<file path="src/chip_select_defines.vh">
/*
 * Decoder and pin counts, register offsets, field positions and reset values for the
 * chip-select region decoder.
 * Assumes inclusion by bare name from design and verification files.
 */
`ifndef CHIP_SELECT_DEFINES_VH
`define CHIP_SELECT_DEFINES_VH

// Decoders: 0 boot, 1..5 regions, 6 boot dedicated sub-block
`define CS_NUM_DEC        7
`define CS_NUM_PINS       12
`define CS_SUB_DEC        6
// APB map: option regs at 0x00 + 4*i, origin regs at 0x40 + 4*i
`define CS_OPT_BASE       8'h00
`define CS_ORG_BASE       8'h40
`define CS_STAT_ADDR      8'h80
// Option fields, bit numbers counted from the LSB (doc bit n -> 31-n)
`define CS_SPAN_HI        31
`define CS_SPAN_LO        28
`define CS_NEST_BIT       27
`define CS_SUPV_BIT       26
`define CS_DSP_BIT        25
`define CS_WP_BIT         24
`define CS_CI_BIT         23
`define CS_AUTO_ACK_SWITCH_BIT      18
`define CS_WAIT_HI        17
`define CS_WAIT_LO        15
`define CS_PW_HI          14
`define CS_PW_LO          13
`define CS_PFN_HI         12
`define CS_PFN_LO         11
`define CS_LANE_HI        10
`define CS_LANE_LO        9
`define CS_REG_HI         8
`define CS_REG_LO         6
`define CS_KIND_HI        3
`define CS_KIND_LO        0
// Origin field: upper 20 bits of the address
`define CS_ORG_HI         31
`define CS_ORG_LO         12
// Pin function codes
`define CS_PFN_CE         2'h0
`define CS_PFN_WE         2'h1
`define CS_PFN_OE         2'h2
`define CS_PFN_ALT        2'h3
// Port width codes
`define CS_PW_16          2'h1
`define CS_PW_32          2'h2
// Reset values: boot region on, 64M, auto ack, 1 wait, port width code 3, output enable
`define CS_BOOT_OPT_RST   32'hF004F400
`define CS_OPT_RST        32'h00000000
`define CS_NONBOOT_PFN    32'h00001800
`define CS_BOOT_ORG_LOW   20'h00000
`define CS_BOOT_ORG_HIGH  20'hFFF00

`endif

</file>
<file path="src/chip_select_region_decoder.v">
/*
 * Chip-select region decoder: APB register file, address decode of six
 * regions plus a boot sub-block, protection, wait-state acknowledge and
 * strobe pins.
 * Assumes a processor bus synchronous to sys_clk_i with a one-cycle
 * cycle_begin pulse and address held until the cycle ends.
 */
`timescale 1ns/1ps
`default_nettype none
`include "chip_select_defines.vh"

module chip_select_region_decoder (
    input  wire        sys_clk_i,
    input  wire        reset_i,
    input  wire [7:0]  paddr_i,
    input  wire        psel_i,
    input  wire        penable_i,
    input  wire        pwrite_i,
    input  wire [31:0] pwdata_i,
    output reg  [31:0] prdata_o,
    output reg         pready_o,
    output reg         pslverr_o,
    input  wire        exception_prefix_bit_i,
    input  wire        cycle_begin_i,
    input  wire [31:0] bus_addr_i,
    input  wire        bus_write_i,
    input  wire [3:0]  byte_en_i,
    input  wire        supervisor_i,
    input  wire        instr_fetch_i,
    input  wire        internal_hit_i,
    input  wire        ext_transfer_ack_i,
    output reg  [11:0] select_n_o,
    output reg         transfer_ack_o,
    output reg         addr_phase_ack_o,
    output reg         bus_fault_ack_o,
    output reg  [1:0]  port_width_o,
    output reg         cache_inhibit_o
);
    localparam ST_IDLE = 3'b001;
    localparam ST_WAIT = 3'b010;
    localparam ST_DONE = 3'b100;

    reg  [31:0] opt_q [0:`CS_NUM_PINS-1];
    reg  [19:0] org_q [0:`CS_NUM_DEC-1];
    reg  [2:0]  state_q;
    reg  [2:0]  wait_q;
    reg         auto_q;
    reg  [11:0] pins_q;
    reg         fault_seen_q;
    reg         strap_done_q;
    reg  [6:0]  hit;
    reg  [19:0] mask;
    reg  [3:0]  span;
    reg  [5:0]  region_hit;
    reg  [31:0] prot;
    reg  [31:0] handshake;
    reg         violate;
    reg  [2:0]  main_idx;
    reg  [2:0]  rsel;
    reg         any_hit;
    reg  [11:0] pins_d;
    reg  [31:0] rd_d;
    reg         err_d;
    integer     i;

    wire        apb_acc = psel_i & penable_i;
    wire [3:0]  widx    = paddr_i[5:2];
    // Status: sticky fault flag, latched pins, busy
    wire [31:0] status_w = {18'h00000, fault_seen_q, pins_q, state_q != ST_IDLE};

    always @(posedge sys_clk_i) begin
        if (reset_i) begin
            strap_done_q <= 1'b0;
            for (i = 0; i < `CS_NUM_DEC; i = i + 1) begin
                org_q[i] <= 20'h00000;
            end
            // Strobe-only pins come up as alternate function
            for (i = 0; i < `CS_NUM_PINS; i = i + 1) begin
                opt_q[i] <= (i == 0) ? `CS_BOOT_OPT_RST :
                            (i > 5 && i < `CS_NUM_PINS) ? `CS_NONBOOT_PFN : `CS_OPT_RST;
            end
        end else begin
            // Prefix bit is settled by the first clock after reset
            // Boot origin strapped once after release
            if (!strap_done_q) begin
                strap_done_q <= 1'b1;
                org_q[0] <= exception_prefix_bit_i ? `CS_BOOT_ORG_HIGH : `CS_BOOT_ORG_LOW;
            end
            // Refused writes leave every register untouched
            if (apb_acc && pwrite_i && !err_d) begin
                if (paddr_i[7:6] == 2'b00)
                    opt_q[widx] <= pwdata_i;
                else if (paddr_i[7:6] == 2'b01)
                    org_q[widx[2:0]] <= pwdata_i[`CS_ORG_HI:`CS_ORG_LO];
            end
        end
    end

    // APB decode and read mux
    always @* begin
        rd_d  = 32'h00000000;
        err_d = 1'b0;
        if (paddr_i[1:0] != 2'b00)
            err_d = 1'b1;
        else if (paddr_i[7:6] == 2'b00 && widx < `CS_NUM_PINS)
            rd_d = opt_q[widx];
        else if (paddr_i[7:6] == 2'b01 && widx < `CS_NUM_DEC)
            rd_d = {org_q[widx[2:0]], 12'h000};
        else if (paddr_i == `CS_STAT_ADDR)
            rd_d = status_w;
        else
            err_d = 1'b1;
    end

    always @(posedge sys_clk_i) begin
        if (reset_i) begin
            pready_o  <= 1'b0;
            prdata_o  <= 32'h00000000;
            pslverr_o <= 1'b0;
        end else begin
            // Answer in the access phase, one clock after setup
            pready_o  <= psel_i & ~penable_i;
            prdata_o  <= rd_d;
            pslverr_o <= psel_i & ~penable_i & err_d;
        end
    end

    // Decode and protection
    always @* begin
        hit        = 7'h00;
        region_hit = 6'h00;
        mask       = 20'h00000;
        span       = 4'h0;
        prot       = 32'h00000000;
        handshake  = 32'h00000000;
        violate    = 1'b0;
        main_idx   = 3'd0;
        any_hit    = 1'b0;
        rsel       = 3'd0;
        pins_d     = 12'hFFF;
        for (i = 0; i < `CS_NUM_DEC; i = i + 1) begin
            // Boot dedicated sub-block reads the last option register
            span = (i == `CS_SUB_DEC) ? opt_q[`CS_NUM_PINS-1][`CS_SPAN_HI:`CS_SPAN_LO]
                                      : opt_q[i][`CS_SPAN_HI:`CS_SPAN_LO];
            // Code 1 shifts by zero and compares all twenty bits
            // One low bit dropped per doubling
            mask = 20'hFFFFF << (span - 4'h1);
            hit[i] = (span != 4'h0) &&
                     (((bus_addr_i[`CS_ORG_HI:`CS_ORG_LO] ^ org_q[i]) & mask) == 20'h00000);
        end
        for (i = 0; i < 6; i = i + 1) begin
            // Lowest matching main block wins; sub-blocks never do
            if (hit[i] && !(i[0] && opt_q[i][`CS_NEST_BIT]) && !any_hit) begin
                any_hit  = 1'b1;
                main_idx = i[2:0];
            end
        end
        prot      = opt_q[main_idx];
        handshake = opt_q[main_idx];
        // Pair member overrides; boot dedicated lower priority
        if (any_hit) begin
            if (main_idx == 3'd0 && hit[`CS_SUB_DEC] && opt_q[`CS_NUM_PINS-1][`CS_NEST_BIT])
                prot = opt_q[`CS_NUM_PINS-1];
            if (!main_idx[0] && hit[main_idx+3'd1] && opt_q[main_idx+3'd1][`CS_NEST_BIT]) begin
                prot      = opt_q[main_idx+3'd1];
                // Mismatched handshake fields are merged bit by bit
                handshake = opt_q[main_idx] | opt_q[main_idx+3'd1];
            end
            // Supervisor check applies to data accesses only
            violate = (prot[`CS_SUPV_BIT] & ~supervisor_i & ~instr_fetch_i) |
                      (prot[`CS_DSP_BIT] & instr_fetch_i) |
                      (prot[`CS_WP_BIT] & bus_write_i);
            // Main block's region is the one reported
            region_hit[main_idx] = 1'b1;
        end
        // Internal hit wins: no external cycle
        if (internal_hit_i) begin
            region_hit = 6'h00;
            violate    = 1'b0;
        end
        // No chip enable on a violation
        if (violate)
            region_hit = 6'h00;
        for (i = 0; i < `CS_NUM_PINS; i = i + 1) begin
            rsel = opt_q[i][`CS_REG_HI:`CS_REG_LO];
            // Pin function; chip enable only on pins 0 to 5
            case (opt_q[i][`CS_PFN_HI:`CS_PFN_LO])
                `CS_PFN_CE:
                    // A sub-block pin cannot drive a chip enable
                    if (i < 6 && !(i[0] && opt_q[i][`CS_NEST_BIT]))
                        pins_d[i] = ~region_hit[i];
                `CS_PFN_WE:
                    if (rsel < 3'd6)
                        pins_d[i] = ~(region_hit[rsel] & bus_write_i &
                                      byte_en_i[opt_q[i][`CS_LANE_HI:`CS_LANE_LO]]);
                `CS_PFN_OE:
                    if (rsel < 3'd6)
                        pins_d[i] = ~(region_hit[rsel] & ~bus_write_i);
                default:
                    pins_d[i] = 1'b1;
            endcase
        end
    end

    // Cycle sequencer
    always @(posedge sys_clk_i) begin
        if (reset_i) begin
            state_q          <= ST_IDLE;
            wait_q           <= 3'd0;
            auto_q           <= 1'b0;
            pins_q           <= 12'hFFF;
            fault_seen_q     <= 1'b0;
            select_n_o       <= 12'hFFF;
            transfer_ack_o   <= 1'b0;
            addr_phase_ack_o <= 1'b0;
            bus_fault_ack_o  <= 1'b0;
            port_width_o     <= `CS_PW_32;
            cache_inhibit_o  <= 1'b0;
        end else begin
            transfer_ack_o   <= 1'b0;
            addr_phase_ack_o <= 1'b0;
            bus_fault_ack_o  <= 1'b0;
            case (state_q)
                ST_IDLE: begin
                    if (cycle_begin_i && any_hit && !internal_hit_i) begin
                        pins_q          <= pins_d;
                        select_n_o      <= pins_d;
                        port_width_o    <= handshake[`CS_PW_HI:`CS_PW_LO];
                        cache_inhibit_o <= prot[`CS_CI_BIT];
                        if (violate) begin
                            bus_fault_ack_o <= 1'b1;
                            fault_seen_q    <= 1'b1;
                            state_q         <= ST_DONE;
                        end else begin
                            auto_q  <= handshake[`CS_AUTO_ACK_SWITCH_BIT];
                            addr_phase_ack_o <= handshake[`CS_AUTO_ACK_SWITCH_BIT];
                            wait_q  <= handshake[`CS_WAIT_HI:`CS_WAIT_LO];
                            if (handshake[`CS_WAIT_HI:`CS_WAIT_LO] == 3'd0 ||
                                ext_transfer_ack_i) begin
                                transfer_ack_o <= handshake[`CS_AUTO_ACK_SWITCH_BIT] & ~ext_transfer_ack_i;
                                state_q <= handshake[`CS_AUTO_ACK_SWITCH_BIT] | ext_transfer_ack_i
                                           ? ST_DONE : ST_WAIT;
                            end else
                                state_q <= ST_WAIT;
                        end
                    end
                end
                ST_WAIT: begin
                    if (wait_q > 3'd1)
                        wait_q <= wait_q - 3'd1;
                    // An external acknowledge ends the cycle at once
                    if (ext_transfer_ack_i)
                        state_q <= ST_DONE;
                    else if (auto_q && wait_q <= 3'd1) begin
                        transfer_ack_o <= 1'b1;
                        state_q        <= ST_DONE;
                    end
                end
                ST_DONE: begin
                    // Selects drop one clock after the acknowledge
                    pins_q     <= 12'hFFF;
                    select_n_o <= 12'hFFF;
                    state_q    <= ST_IDLE;
                end
                default: state_q <= ST_IDLE;
            endcase
        end
    end
endmodule // chip_select_region_decoder
`default_nettype wire

</file>
<file path="config.mk">
export PLATFORM = sky130hd
export DESIGN_NAME = chip_select_region_decoder
export DESIGN_NICKNAME = d
export VERILOG_FILES = /design/src/chip_select_region_decoder.v
export VERILOG_INCLUDE_DIRS = /design/src
export SDC_FILE = /design/constraint.sdc
export NUM_CORES = 1
export LEC_CHECK = 0
export BUFFER_PORTS_ARGS = -buffer_cell sky130_fd_sc_hd__buf_4
export CORE_ASPECT_RATIO = 2
export CORE_MARGIN = 8
export CORE_UTILIZATION = 40
export DETAILED_ROUTE_END_ITERATION = 12
export PLACE_DENSITY = 0.6
export SLEW_MARGIN = 10
export SYNTH_ARGS = -nofsm -noshare
export SYNTH_HDL_FRONTEND = slang
export SYNTH_SLANG_ARGS = --single-unit
</file>
<file path="constraint.sdc">
create_clock -name sys_clk_i -period 7.2 [get_ports sys_clk_i]
set_input_delay 1.44 -clock sys_clk_i [delete_from_list [all_inputs] [get_ports sys_clk_i]]
set_output_delay 1.44 -clock sys_clk_i [all_outputs]
set_load 0.02 [all_outputs]
</file>
# Word-level counts from Yosys, hierarchy flattened
# Memories as Yosys holds them, arrays and structs flattened.
# Index checks and enable logic that the tools add are counted.
# W data, S select, Z words.
# classes
muxes	163
bitwise	101
add_sub_neg	9
n_reduce_logical	76
magnitude_cmp	43
n_shift	7
eq_ne	34
# ops
operator	count
$and A20 B20 Y20	7
$logic_not A20 Y1	7
$shl A20 B4 Y20 const A	7
$xor A20 B20 Y20	7
$mux W32	3
$mux W1	89
$mux W27	3
$mux W20	3
$lt A3 B4 Y1 const B	14
$and A1 B1 Y1	44
$mux W3	14
$bmux W1 S3	13
$mux W19	2
$not A1 Y1	38
$lt A2 B3 Y1 const B	12
$lt A3 B3 Y1 const B	12
$reduce_or A32 Y1	1
$reduce_bool A4 Y1	7
$sub A4 B1 Y4 const B	7
$logic_and A1 B1 Y1	27
$eq A2 B1 Y1 const B	13
$bmux W1 S2	12
$eq A2 B2 Y1 const B	12
$mux W24	1
37 further kinds	78
# word_totals
inputBits	88
ramBits	524
ff_bits	61
mem_count	2
out_inout_bits	52
# mem_list
memory	depth	word_bits	read_ports	rd_clocked_by_memory_dff	write_ports	line_no	source
opt_q	12	32	15	0	12	chip_select_region_decoder.v:43	reg [31:0] opt_q [0:`CS_NUM_PINS-1];
org_q	7	20	8	0	7	chip_select_region_decoder.v:44	reg [19:0] org_q [0:`CS_NUM_DEC-1];

# Depth between registers and ports, before layout
# Gate-level depths: netlist of the first run.
# An unclocked memory read counts as a cell.
# logic_depth
word_depth	45
ltp_mapped	30

# Worst setup path before layout of the first run
# Ideal clock, no wire load.
# synth_path
kind	input to register
from	input bus_addr_i[26]
to	register select_n_o[4]
stages	25
setup_time_ps	120
t_arrival_ps	7085
n_path_buf	8
path_slack_ps	-4
cell_sequence	clkbuf_1 -> xor2_1 -> a222oi_1 -> nand3_1 -> nor3_1 -> o211ai_1 -> nand2_2 -> buf_2 -> buf_2 -> buf_1 -> inv_1 -> ha_1 -> clkbuf_1 -> clkbuf_1 -> nor2_1 -> a221oi_1 -> o21ai_0 -> nand3_1 -> o2111a_2 -> o21ai_2 -> buf_6 -> buf_6 -> o41ai_2 -> a21oi_1 -> a211o_1
# synth_between
elab_chain_cells	43
elab_cells_between_ends	98
cone_classes	add/sub: 1; order compare: 2; eq/ne: 1; mux: 30; bitwise: 26; reduce/logical: 37; memory: 1
# synth_rtl
item	line_no	source
from (decl)	chip_select_region_decoder.v:25	input wire [31:0] bus_addr_i,
$xor A20 B20 Y20	chip_select_region_decoder.v:149	(((bus_addr_i[`CS_ORG_HI:`CS_ORG_LO] ^ org_q[i]) & mask) == 20'h00000);
$and A20 B20 Y20	chip_select_region_decoder.v:149	
$logic_not A20 Y1	chip_select_region_decoder.v:149	
$logic_and A1 B1 Y1	chip_select_region_decoder.v:148	hit[i] = (span != 4'h0) &&
$mux W1	chip_select_region_decoder.v:153	if (hit[i] && !(i[0] && opt_q[i][`CS_NEST_BIT]) && !any_hit) begin
$logic_not A1 Y1	chip_select_region_decoder.v:153	
$logic_and A1 B1 Y1	chip_select_region_decoder.v:153	
$mux W1	chip_select_region_decoder.v:153	
[... 26 more ...]	-	
$bmux W1 S3	chip_select_region_decoder.v:194, chip_select_region_decoder.v:198	
$mux W1 (not written as such)	chip_select_region_decoder.v:194, chip_select_region_decoder.v:198	
$and A1 B1 Y1 (2 in series)	chip_select_region_decoder.v:194	pins_d[i] = ~(region_hit[rsel] & bus_write_i &
$not A1 Y1	chip_select_region_decoder.v:194	
$mux W1	chip_select_region_decoder.v:193	if (rsel < 3'd6)
$pmux W1 S3	chip_select_region_decoder.v:187	case (opt_q[i][`CS_PFN_HI:`CS_PFN_LO])
$mux W12	chip_select_region_decoder.v:225	if (cycle_begin_i && any_hit && !internal_hit_i) begin
$pmux W12 S2	chip_select_region_decoder.v:223	case (state_q)
to (signal assigned)	chip_select_region_decoder.v:227	select_n_o <= pins_d;
to (decl)	chip_select_region_decoder.v:32	output reg [11:0] select_n_o,
# Parallel ways exist; a longest one is shown, timed or not. The select of a mux whose other input is x is not followed.
# A chain may end at the register's enable or synchronous reset.

# Final worst setup path of the first run
# layout_path
from	input bus_addr_i[24]
to	register select_n_o[9]
# layout_between
elab_chain_cells	43
elab_cells_between_ends	97
cone_classes	add/sub: 1; order compare: 2; eq/ne: 1; mux: 30; bitwise: 25; reduce/logical: 37; memory: 1
# layout_rtl
item	line_no
$xor A20 B20 Y20	chip_select_region_decoder.v:149
$and A20 B20 Y20	chip_select_region_decoder.v:149
$logic_not A20 Y1	chip_select_region_decoder.v:149
$logic_and A1 B1 Y1	chip_select_region_decoder.v:148
$mux W1	chip_select_region_decoder.v:153
$logic_not A1 Y1	chip_select_region_decoder.v:153
$logic_and A1 B1 Y1	chip_select_region_decoder.v:153
$mux W1	chip_select_region_decoder.v:153
[... 26 more ...]	-
$bmux W1 S3	chip_select_region_decoder.v:194, chip_select_region_decoder.v:198
$mux W1 (not written as such)	chip_select_region_decoder.v:194, chip_select_region_decoder.v:198
$and A1 B1 Y1 (2 in series)	chip_select_region_decoder.v:194
$not A1 Y1	chip_select_region_decoder.v:194
$mux W1	chip_select_region_decoder.v:193
$pmux W1 S2	chip_select_region_decoder.v:187
$mux W12	chip_select_region_decoder.v:225
$pmux W12 S2	chip_select_region_decoder.v:223
# Parallel ways exist; a longest one is shown, timed or not. The select of a mux whose other input is x is not followed.

==> results of run 1 <==
## area by class of cell
cell class                 count  area (sq um)  share of cell area
inverter                     138           519              0.0139
clock buffer                  71          1510              0.0404
sequential                   605         17600               0.470
timing repair buffer         222          1720              0.0459
tap                         1050          1310              0.0351
antenna                        2          5.00            0.000134
multi-input combinational   1696         14200               0.379
clock inverter                39           596              0.0159
## worst reg2reg max path, delay by kind of cell (launching register included)
family	cells	cell delay, ns
AND/OR/NAND/NOR	9	1.59
buffers and inverters	8	1.19
AO/OA/AOI/OAI	7	2.08
flip-flops	1	0.50
adder cells (fa/ha/maj)	3	0.92
multiplexers	1	0.08
## worst max path at each step
stage,startpoint,depth (start not counted),end
5_1_grt,opt_q[5][28],27,select_n_o[9]
3_5_place_dp,bus_addr_i[24],25,select_n_o[9]
2_1_floorplan,bus_addr_i[26],25,select_n_o[4]
6_report,bus_addr_i[24],25,select_n_o[9]
3_3_place_gp,bus_addr_i[24],25,select_n_o[9]
4_1_cts,opt_q[5][28],28,select_n_o[9]
## report_power, final
part	leakage (nW)	internal [W]	switching, W	total (W)
registers	5.71	0.00398	0.000113	0.00409
logic	7.04	0.000352	0.000596	0.000948
clock network	1.01	0.00195	0.00146	0.00341
total	13.8	0.00628	0.00217	0.00845
## synthesized netlist by cell type, drive strengths merged, types with 36 or more instances
cell | number | area (sq um)
edfxtp | 544 | 16300
and2 | 435 | 2720
mux4 | 163 | 3670
nor2 | 157 | 589
clkbuf | 151 | 567
inv | 138 | 518
xor2 | 99 | 882
mux2i | 91 | 911
a21oi | 74 | 374
o21ai | 71 | 359
nand2 | 68 | 258
dfxtp | 61 | 1220
xnor2 | 60 | 526
ha | 56 | 701
buf | 48 | 235
o22ai | 41 | 257
nor3 | 39 | 206
nand2b | 36 | 225
## layer usage
layer | up-vias | routed length [um]
met5 | - | 16
li1 | 9735 | -
met4 | 2 | 11500
met3 | 341 | 7420
met2 | 1130 | 64000
met1 | 11700 | 40200
## sequential cells by signal (all words and copies together) (netlist names)
| signal | count |
|---|---|
| wait_q | 3 |
| cache_inhibit_o | 1 |
| auto_q | 1 |
| bus_fault_ack_o | 1 |
| prdata_o | 32 |
| opt_q | 384 |
| pready_o | 1 |
| pslverr_o | 1 |
| fault_seen_q | 1 |
| select_n_o | 12 |
| state_q | 3 |
| transfer_ack_o | 1 |
| strap_done_q | 1 |
| port_width_o | 2 |
| org_q | 160 |
| addr_phase_ack_o | 1 |
## stage by stage
stage	std cells	total power [W]	setup slack, ns	utilization	TNS (ns)
2_1_floorplan	2638	0.00467	0.171	-	0
3_3_place_gp	3711	0.00509	0.0665	0.434	0
3_5_place_dp	3711	0.00511	-0.0570	0.434	-0.0570
4_1_cts	3821	0.00849	0.659	0.460	0
5_1_grt	3821	0.00866	0.377	0.460	0
6_report	3823	0.00845	0.664	0.460	0
## logic make-up after synthesis
kind of cell | after synthesis
multiplexers | 258
AND/OR/NAND/NOR | 855
other | 1
adder cells (fa/ha/maj) | 56
AO/OA/AOI/OAI | 348
XOR/XNOR | 159
buffers and inverters | 337
flip-flops | 605
==> reports/qor.yml, run 1 <==
sta:
  setup_violations: 0
  relSlewSlack: 0.186
  rsz0062_at_grt: "false"
  max_freq_mhz: 153
  min_period_ns: 6.54
  fin_skew_ns: 0.0558
  hold_ws_ns: 0.476
  fin_crit_sh: 0.908
  max_slew.worst_pin.slew_ns: 1.22
  slew_violations: 0
  hold_violations: 0
synth:
  synthAdderAreaFrac: 0.0214
  synth_top_family_by_area: "simple AND/OR/NAND/NOR gates"
  syn_inst: 2619
  async_flop_share: 0
  ys_seq_area_frac: 0.536
  ys_ff_latch: 605
  yosys.area_share.simple: 0.147
  synth_xor_xnor_area_share: 0.0430
  syn-cell-area_sq_um: 32800
  synth-compound-area-share: 0.0716
  synth_warnings: 0
  yosys-mux-area-fraction: 0.141
  yosysUniqueCellTypes: 88
  syn_avg_cell_area_sq_um: 12.5
  synthFlopType: "edfxtp_1"
  synth-edff-count: 544
worst_setup_path:
  critPathMostFrequentCell: "buf_4"
  worstPathArrival_ns: 7.06
  start_kind: "input pin"
  timing.rr.end: "select_n_o[9]"
  required_ns: 7.73
  path_delay_family: "simple AND/OR/NAND/NOR gates"
  ff2ff_path_depth: 28
  worst-r2r-setup-slack_ns: 0.68
  critical_path_class: "input pin to register"
  crit_path_end_kind: "register"
  path_max_fanout: 8
  crit_slowest_cell: "o21ai_0"
  path_buf_inv: 6
  cp_slowest_stage_delay_ns: 0.59
  r2r-start: "opt_q[5][28]"
global_routing:
  grt.met1_usage: 0.276
  grt.total_usage: 0.265
  grt_pass1_wl_um: 172000
  antenna_found_initial: 5
  globalRouteMet3Util: 0.0331
  gr-usage-met2: 0.477
  overflow: 0
  grt_pass1_vias: 23500
  grt.busiest_layer: "met2"
  grt_max_degree: 65
cts:
  clock_latency_ns: 0.69
  cts_tree: "done"
  post_cts_buffers: 0
  cts_hold_buf: 0
  cts.clk_slew.worst_paths_ns: 0.07
  clock_sinks: 605
  cts.repair.resized: 0
  clockRootBuffer: "clkbuf_16"
  htreeDepth: 2
  cts_buffer_depth: 3
  cts_buffers: 58
flow_run:
  drv_cap: 0
power_and_ir_drop:
  ir_drop_v: 0.000203
  power_density_nw_per_um2: 226
  leakagePower_nw: 13.8
die:
  fp-row-count: 148
  core_area_sq_um: 81300
  die_w_um: 218
  dieHeight_um: 421
  die_area_sq_um: 91900
  pin_count: 140
  start_util: 0.403
layout:
  drive_above_1_share: 0.201
  final_cell_mix: "edfxtp_1 (544), and2_1 (434), buf_4 (217)"
  final_common_cell: "edfxtp_1"
  num-fill-cells: 7388
  postLayoutCellArea_sq_um: 37400
  nets: 2865
  syn2layout_area_growth_pct: 14.1
outcome:
  status: "finished clean"
routing:
  viasPerCell: 5.99
  drc_errors: 0
  routed_wl_um: 123000
  drt_pass1_iterations: 5
  postRouteAntennaNets: 0
  drt_iter0_drc: 2045
  via_count: 22900
  wl_per_cell_um: 32.2
placed_design:
  port_buffers: 127
  dp_hpwl_um: 88100
  place_congestion: 0.951
  placed_area_sq_um: 35300
worst_hold_path:
  hp-start: "cache_inhibit_o"
  worstHoldPathType: "register to register"
  worstHoldEndpoint: "cache_inhibit_o"
  hold_path_depth: 2
Note: power is estimated with default switching activity, not from simulation.
==> inputs of run 2 (changes only) <==
- CTS_CLUSTER_SIZE: unset -> 30
- PLACE_DENSITY: 0.6 -> 0.57
==> run 2 against run 1 <==
  * First-iteration DRC count fell by 16%
  * Sequential share of layout area barely moved
  * Final area barely moved
  * Clock skew fell by 0.025 ns
  * Worst hold slack improved by 0.0013 ns
  * Via count fell by 1.6%
  * Register-to-register slack improved by 0.06 ns
  * Utilization barely moved
  * Critical path depth fell by 3
  * Sequential power barely moved
  * Largest cell class unchanged
==> reports/qor.yml, run 2 (synthesis gave the netlist of run 1 again) <==
outcome:
  status: "finished clean"
layout:
  utilization: 0.460  # about the same
  top_register: "opt_q"
  syn2layout_area_growth_pct: 14.1  # about the same
  largest_registers: "opt_q x384, org_q x160, prdata_o x32"
  nets: 2871  # +0.21%
  final_common_cell: "edfxtp_1"
  final_cell_mix: "edfxtp_1 (544), and2_1 (434), buf_4 (213)"
  drive_above_1_share: 0.203  # +0.00216
  largest_reg_flops: 384  # unchanged
  num-fill-cells: 7361  # -0.37%
  postLayoutCellArea_sq_um: 37400  # about the same
worst_setup_path:
  critical_path_class: "register to register"
  critPathMostFrequentCell: "inv_1"
  crit_path_end_kind: "register"
  cp_slowest_stage_delay_ns: 0.64  # +0.05 ns
  crit_slowest_cell: "or4_1"
  worstPathArrival_ns: 6.97  # -0.09 ns
  start_kind: "register"
  required_ns: 7.70  # -0.03 ns
  path_buf_inv: 6  # unchanged
  path_delay_family: "compound AO/OA/AOI/OAI gates"
  path_max_fanout: 7  # -1
  crit_path_cell_trace: "inv_1, ha_1, inv_1, ha_1, inv_1, o21ai_0, nand4_1, o32a_1, or4_1, o211ai_1, nand2_2, buf_4, inv_1, ha_1, nand2b_1, nor4_1, o221a_4, o21ai_1, o21ai_0, buf_4, nor2_1, a2111oi_0"
routing:
  via_count: 22500  # -1.6%
  postRouteAntennaNets: 0  # unchanged
  drt_pass1_iterations: 8  # +3
  viasPerCell: 5.88  # -1.7%
  routed_wl_um: 125000  # +1.3%
  drc_errors: 0  # unchanged
  wl_per_cell_um: 32.6  # +1.2%
  drt_iter0_drc: 1713  # -16%
cts:
  htreeDepth: 2  # unchanged
  cts_buffer_depth: 3  # unchanged
  clockRootBuffer: "clkbuf_16"
  cts_tree: "done"
  post_cts_buffers: 0  # unchanged
  cts_hold_buf: 0  # unchanged
  clock_sinks: 605  # unchanged
  cts.repair.resized: 0  # unchanged
  clock_latency_ns: 0.67  # -0.02 ns
  cts.clk_slew.worst_paths_ns: 0.06  # about the same
  cts_buffers: 57  # -1.7%
global_routing:
  grt_pass1_vias: 23700  # +0.93%
  antenna_found_initial: 4  # -1
  globalRouteMet3Util: 0.0353  # +0.00223
  overflow: 0  # unchanged
  grt.busiest_layer: "met2"
  grt.total_usage: 0.269  # +0.00409
  grt_pass1_wl_um: 174000  # +1.2%
  gr-usage-met2: 0.484  # +0.00771
  grt.met1_usage: 0.267  # -0.00934
  grt_max_degree: 97  # +49%
placed_design:
  port_buffers: 127  # unchanged
  pre_cts_slack_ns: 0.261  # +0.318 ns
  place_congestion: 0.988  # +3.8%
  dp_hpwl_um: 90600  # +2.9%
  placed_area_sq_um: 35500  # +0.55%
die:
  fp-row-count: 148  # unchanged
  dieHeight_um: 421  # unchanged
  pin_count: 140  # unchanged
  die_w_um: 218  # unchanged
  die_area_sq_um: 91900  # unchanged
  core_area_sq_um: 81300  # unchanged
  start_util: 0.403  # unchanged
sta:
  fin_crit_sh: 0.898  # -0.0102
  max_slew.worst_pin.slew_ns: 1.16  # -0.0594 ns
  fin_skew_ns: 0.0309  # -0.0249 ns
  fin_setup_tns_ns: 0  # unchanged
  setup_violations: 0  # unchanged
  min_period_ns: 6.46  # -0.0737 ns
  hold_violations: 0  # unchanged
  rsz0062_at_grt: "false"
  hold_ws_ns: 0.477  # +0.00127 ns
  setup_ws_ns: 0.737  # +0.0737 ns
  max_freq_mhz: 155  # +1.1%
  relSlewSlack: 0.222  # +0.0367
  slew_violations: 0  # unchanged
power_and_ir_drop:
  ir_drop_v: 0.000206  # +1.1%
  leakagePower_nw: 13.8  # about the same
  power_density_nw_per_um2: 219  # -3.2%
flow_run:
  drv_cap: 0  # unchanged
worst_hold_path:
  worstHoldPathType: "register to register"
run 2: changes by cell type in the layout (fill, tap and decap cells not counted), moves of 3 or more:
cell and change:
clkbuf_8 +3, bufinv_16 -10, clkbuf_16 +3, buf_12 +11, clkinv_2 +7, buf_4 -4
run 2: path summary, 6_finish.rpt:
kind	from	slack, ns	depth (start not counted)	to
max	opt_q[5][29]	0.74	22	wait_q[1]
max reg2reg	opt_q[5][29]	0.74	22	wait_q[1]
min	cache_inhibit_o	0.48	2	cache_inhibit_o
min reg2reg	cache_inhibit_o	0.48	2	cache_inhibit_o
run 2: area by class of cell:
class                   count  area [sq um]  share of cell area
flip-flops and latches    605         17600               0.470
multi-input cells        1696         14200               0.379
repair buffers            229          1910              0.0510
clock buffers              75          1620              0.0433
well taps                1050          1310              0.0352
inverters                 138           519              0.0139
clock inverters            33           279             0.00747
diodes                      2          5.00            0.000134
run 2: metrics by stage:
stage	total power (W)	cells
floorplan	0.00467	2638
global placement	0.00513	3718
detailed placement	0.00515	3718
CTS	0.00822	3826
global route	0.00837	3826
finish	0.00817	3828
run 2: worst reg2reg max path, delay by kind of cell, from the launching register on:
family	cells	cell delay (ns)
simple gates	6	1.41
buf+inv	6	0.82
compound gates	7	2.60
flops	1	0.46
fa+ha+maj	3	1.00
run 2: report_power, final:
group / switching [W] / internal, W / total (W)
registers: 0.000110 / 0.00398 / 0.00409
clock network: 0.00142 / 0.00167 / 0.00309
logic: 0.000628 / 0.000359 / 0.000987
total: 0.00216 / 0.00601 / 0.00817
run 2: layer usage:
layer | wire, um | share of wire
met5 | 0 | 0
met4 | 13100 | 0.11
met3 | 6110 | 0.049
met2 | 64700 | 0.52
met1 | 40700 | 0.33
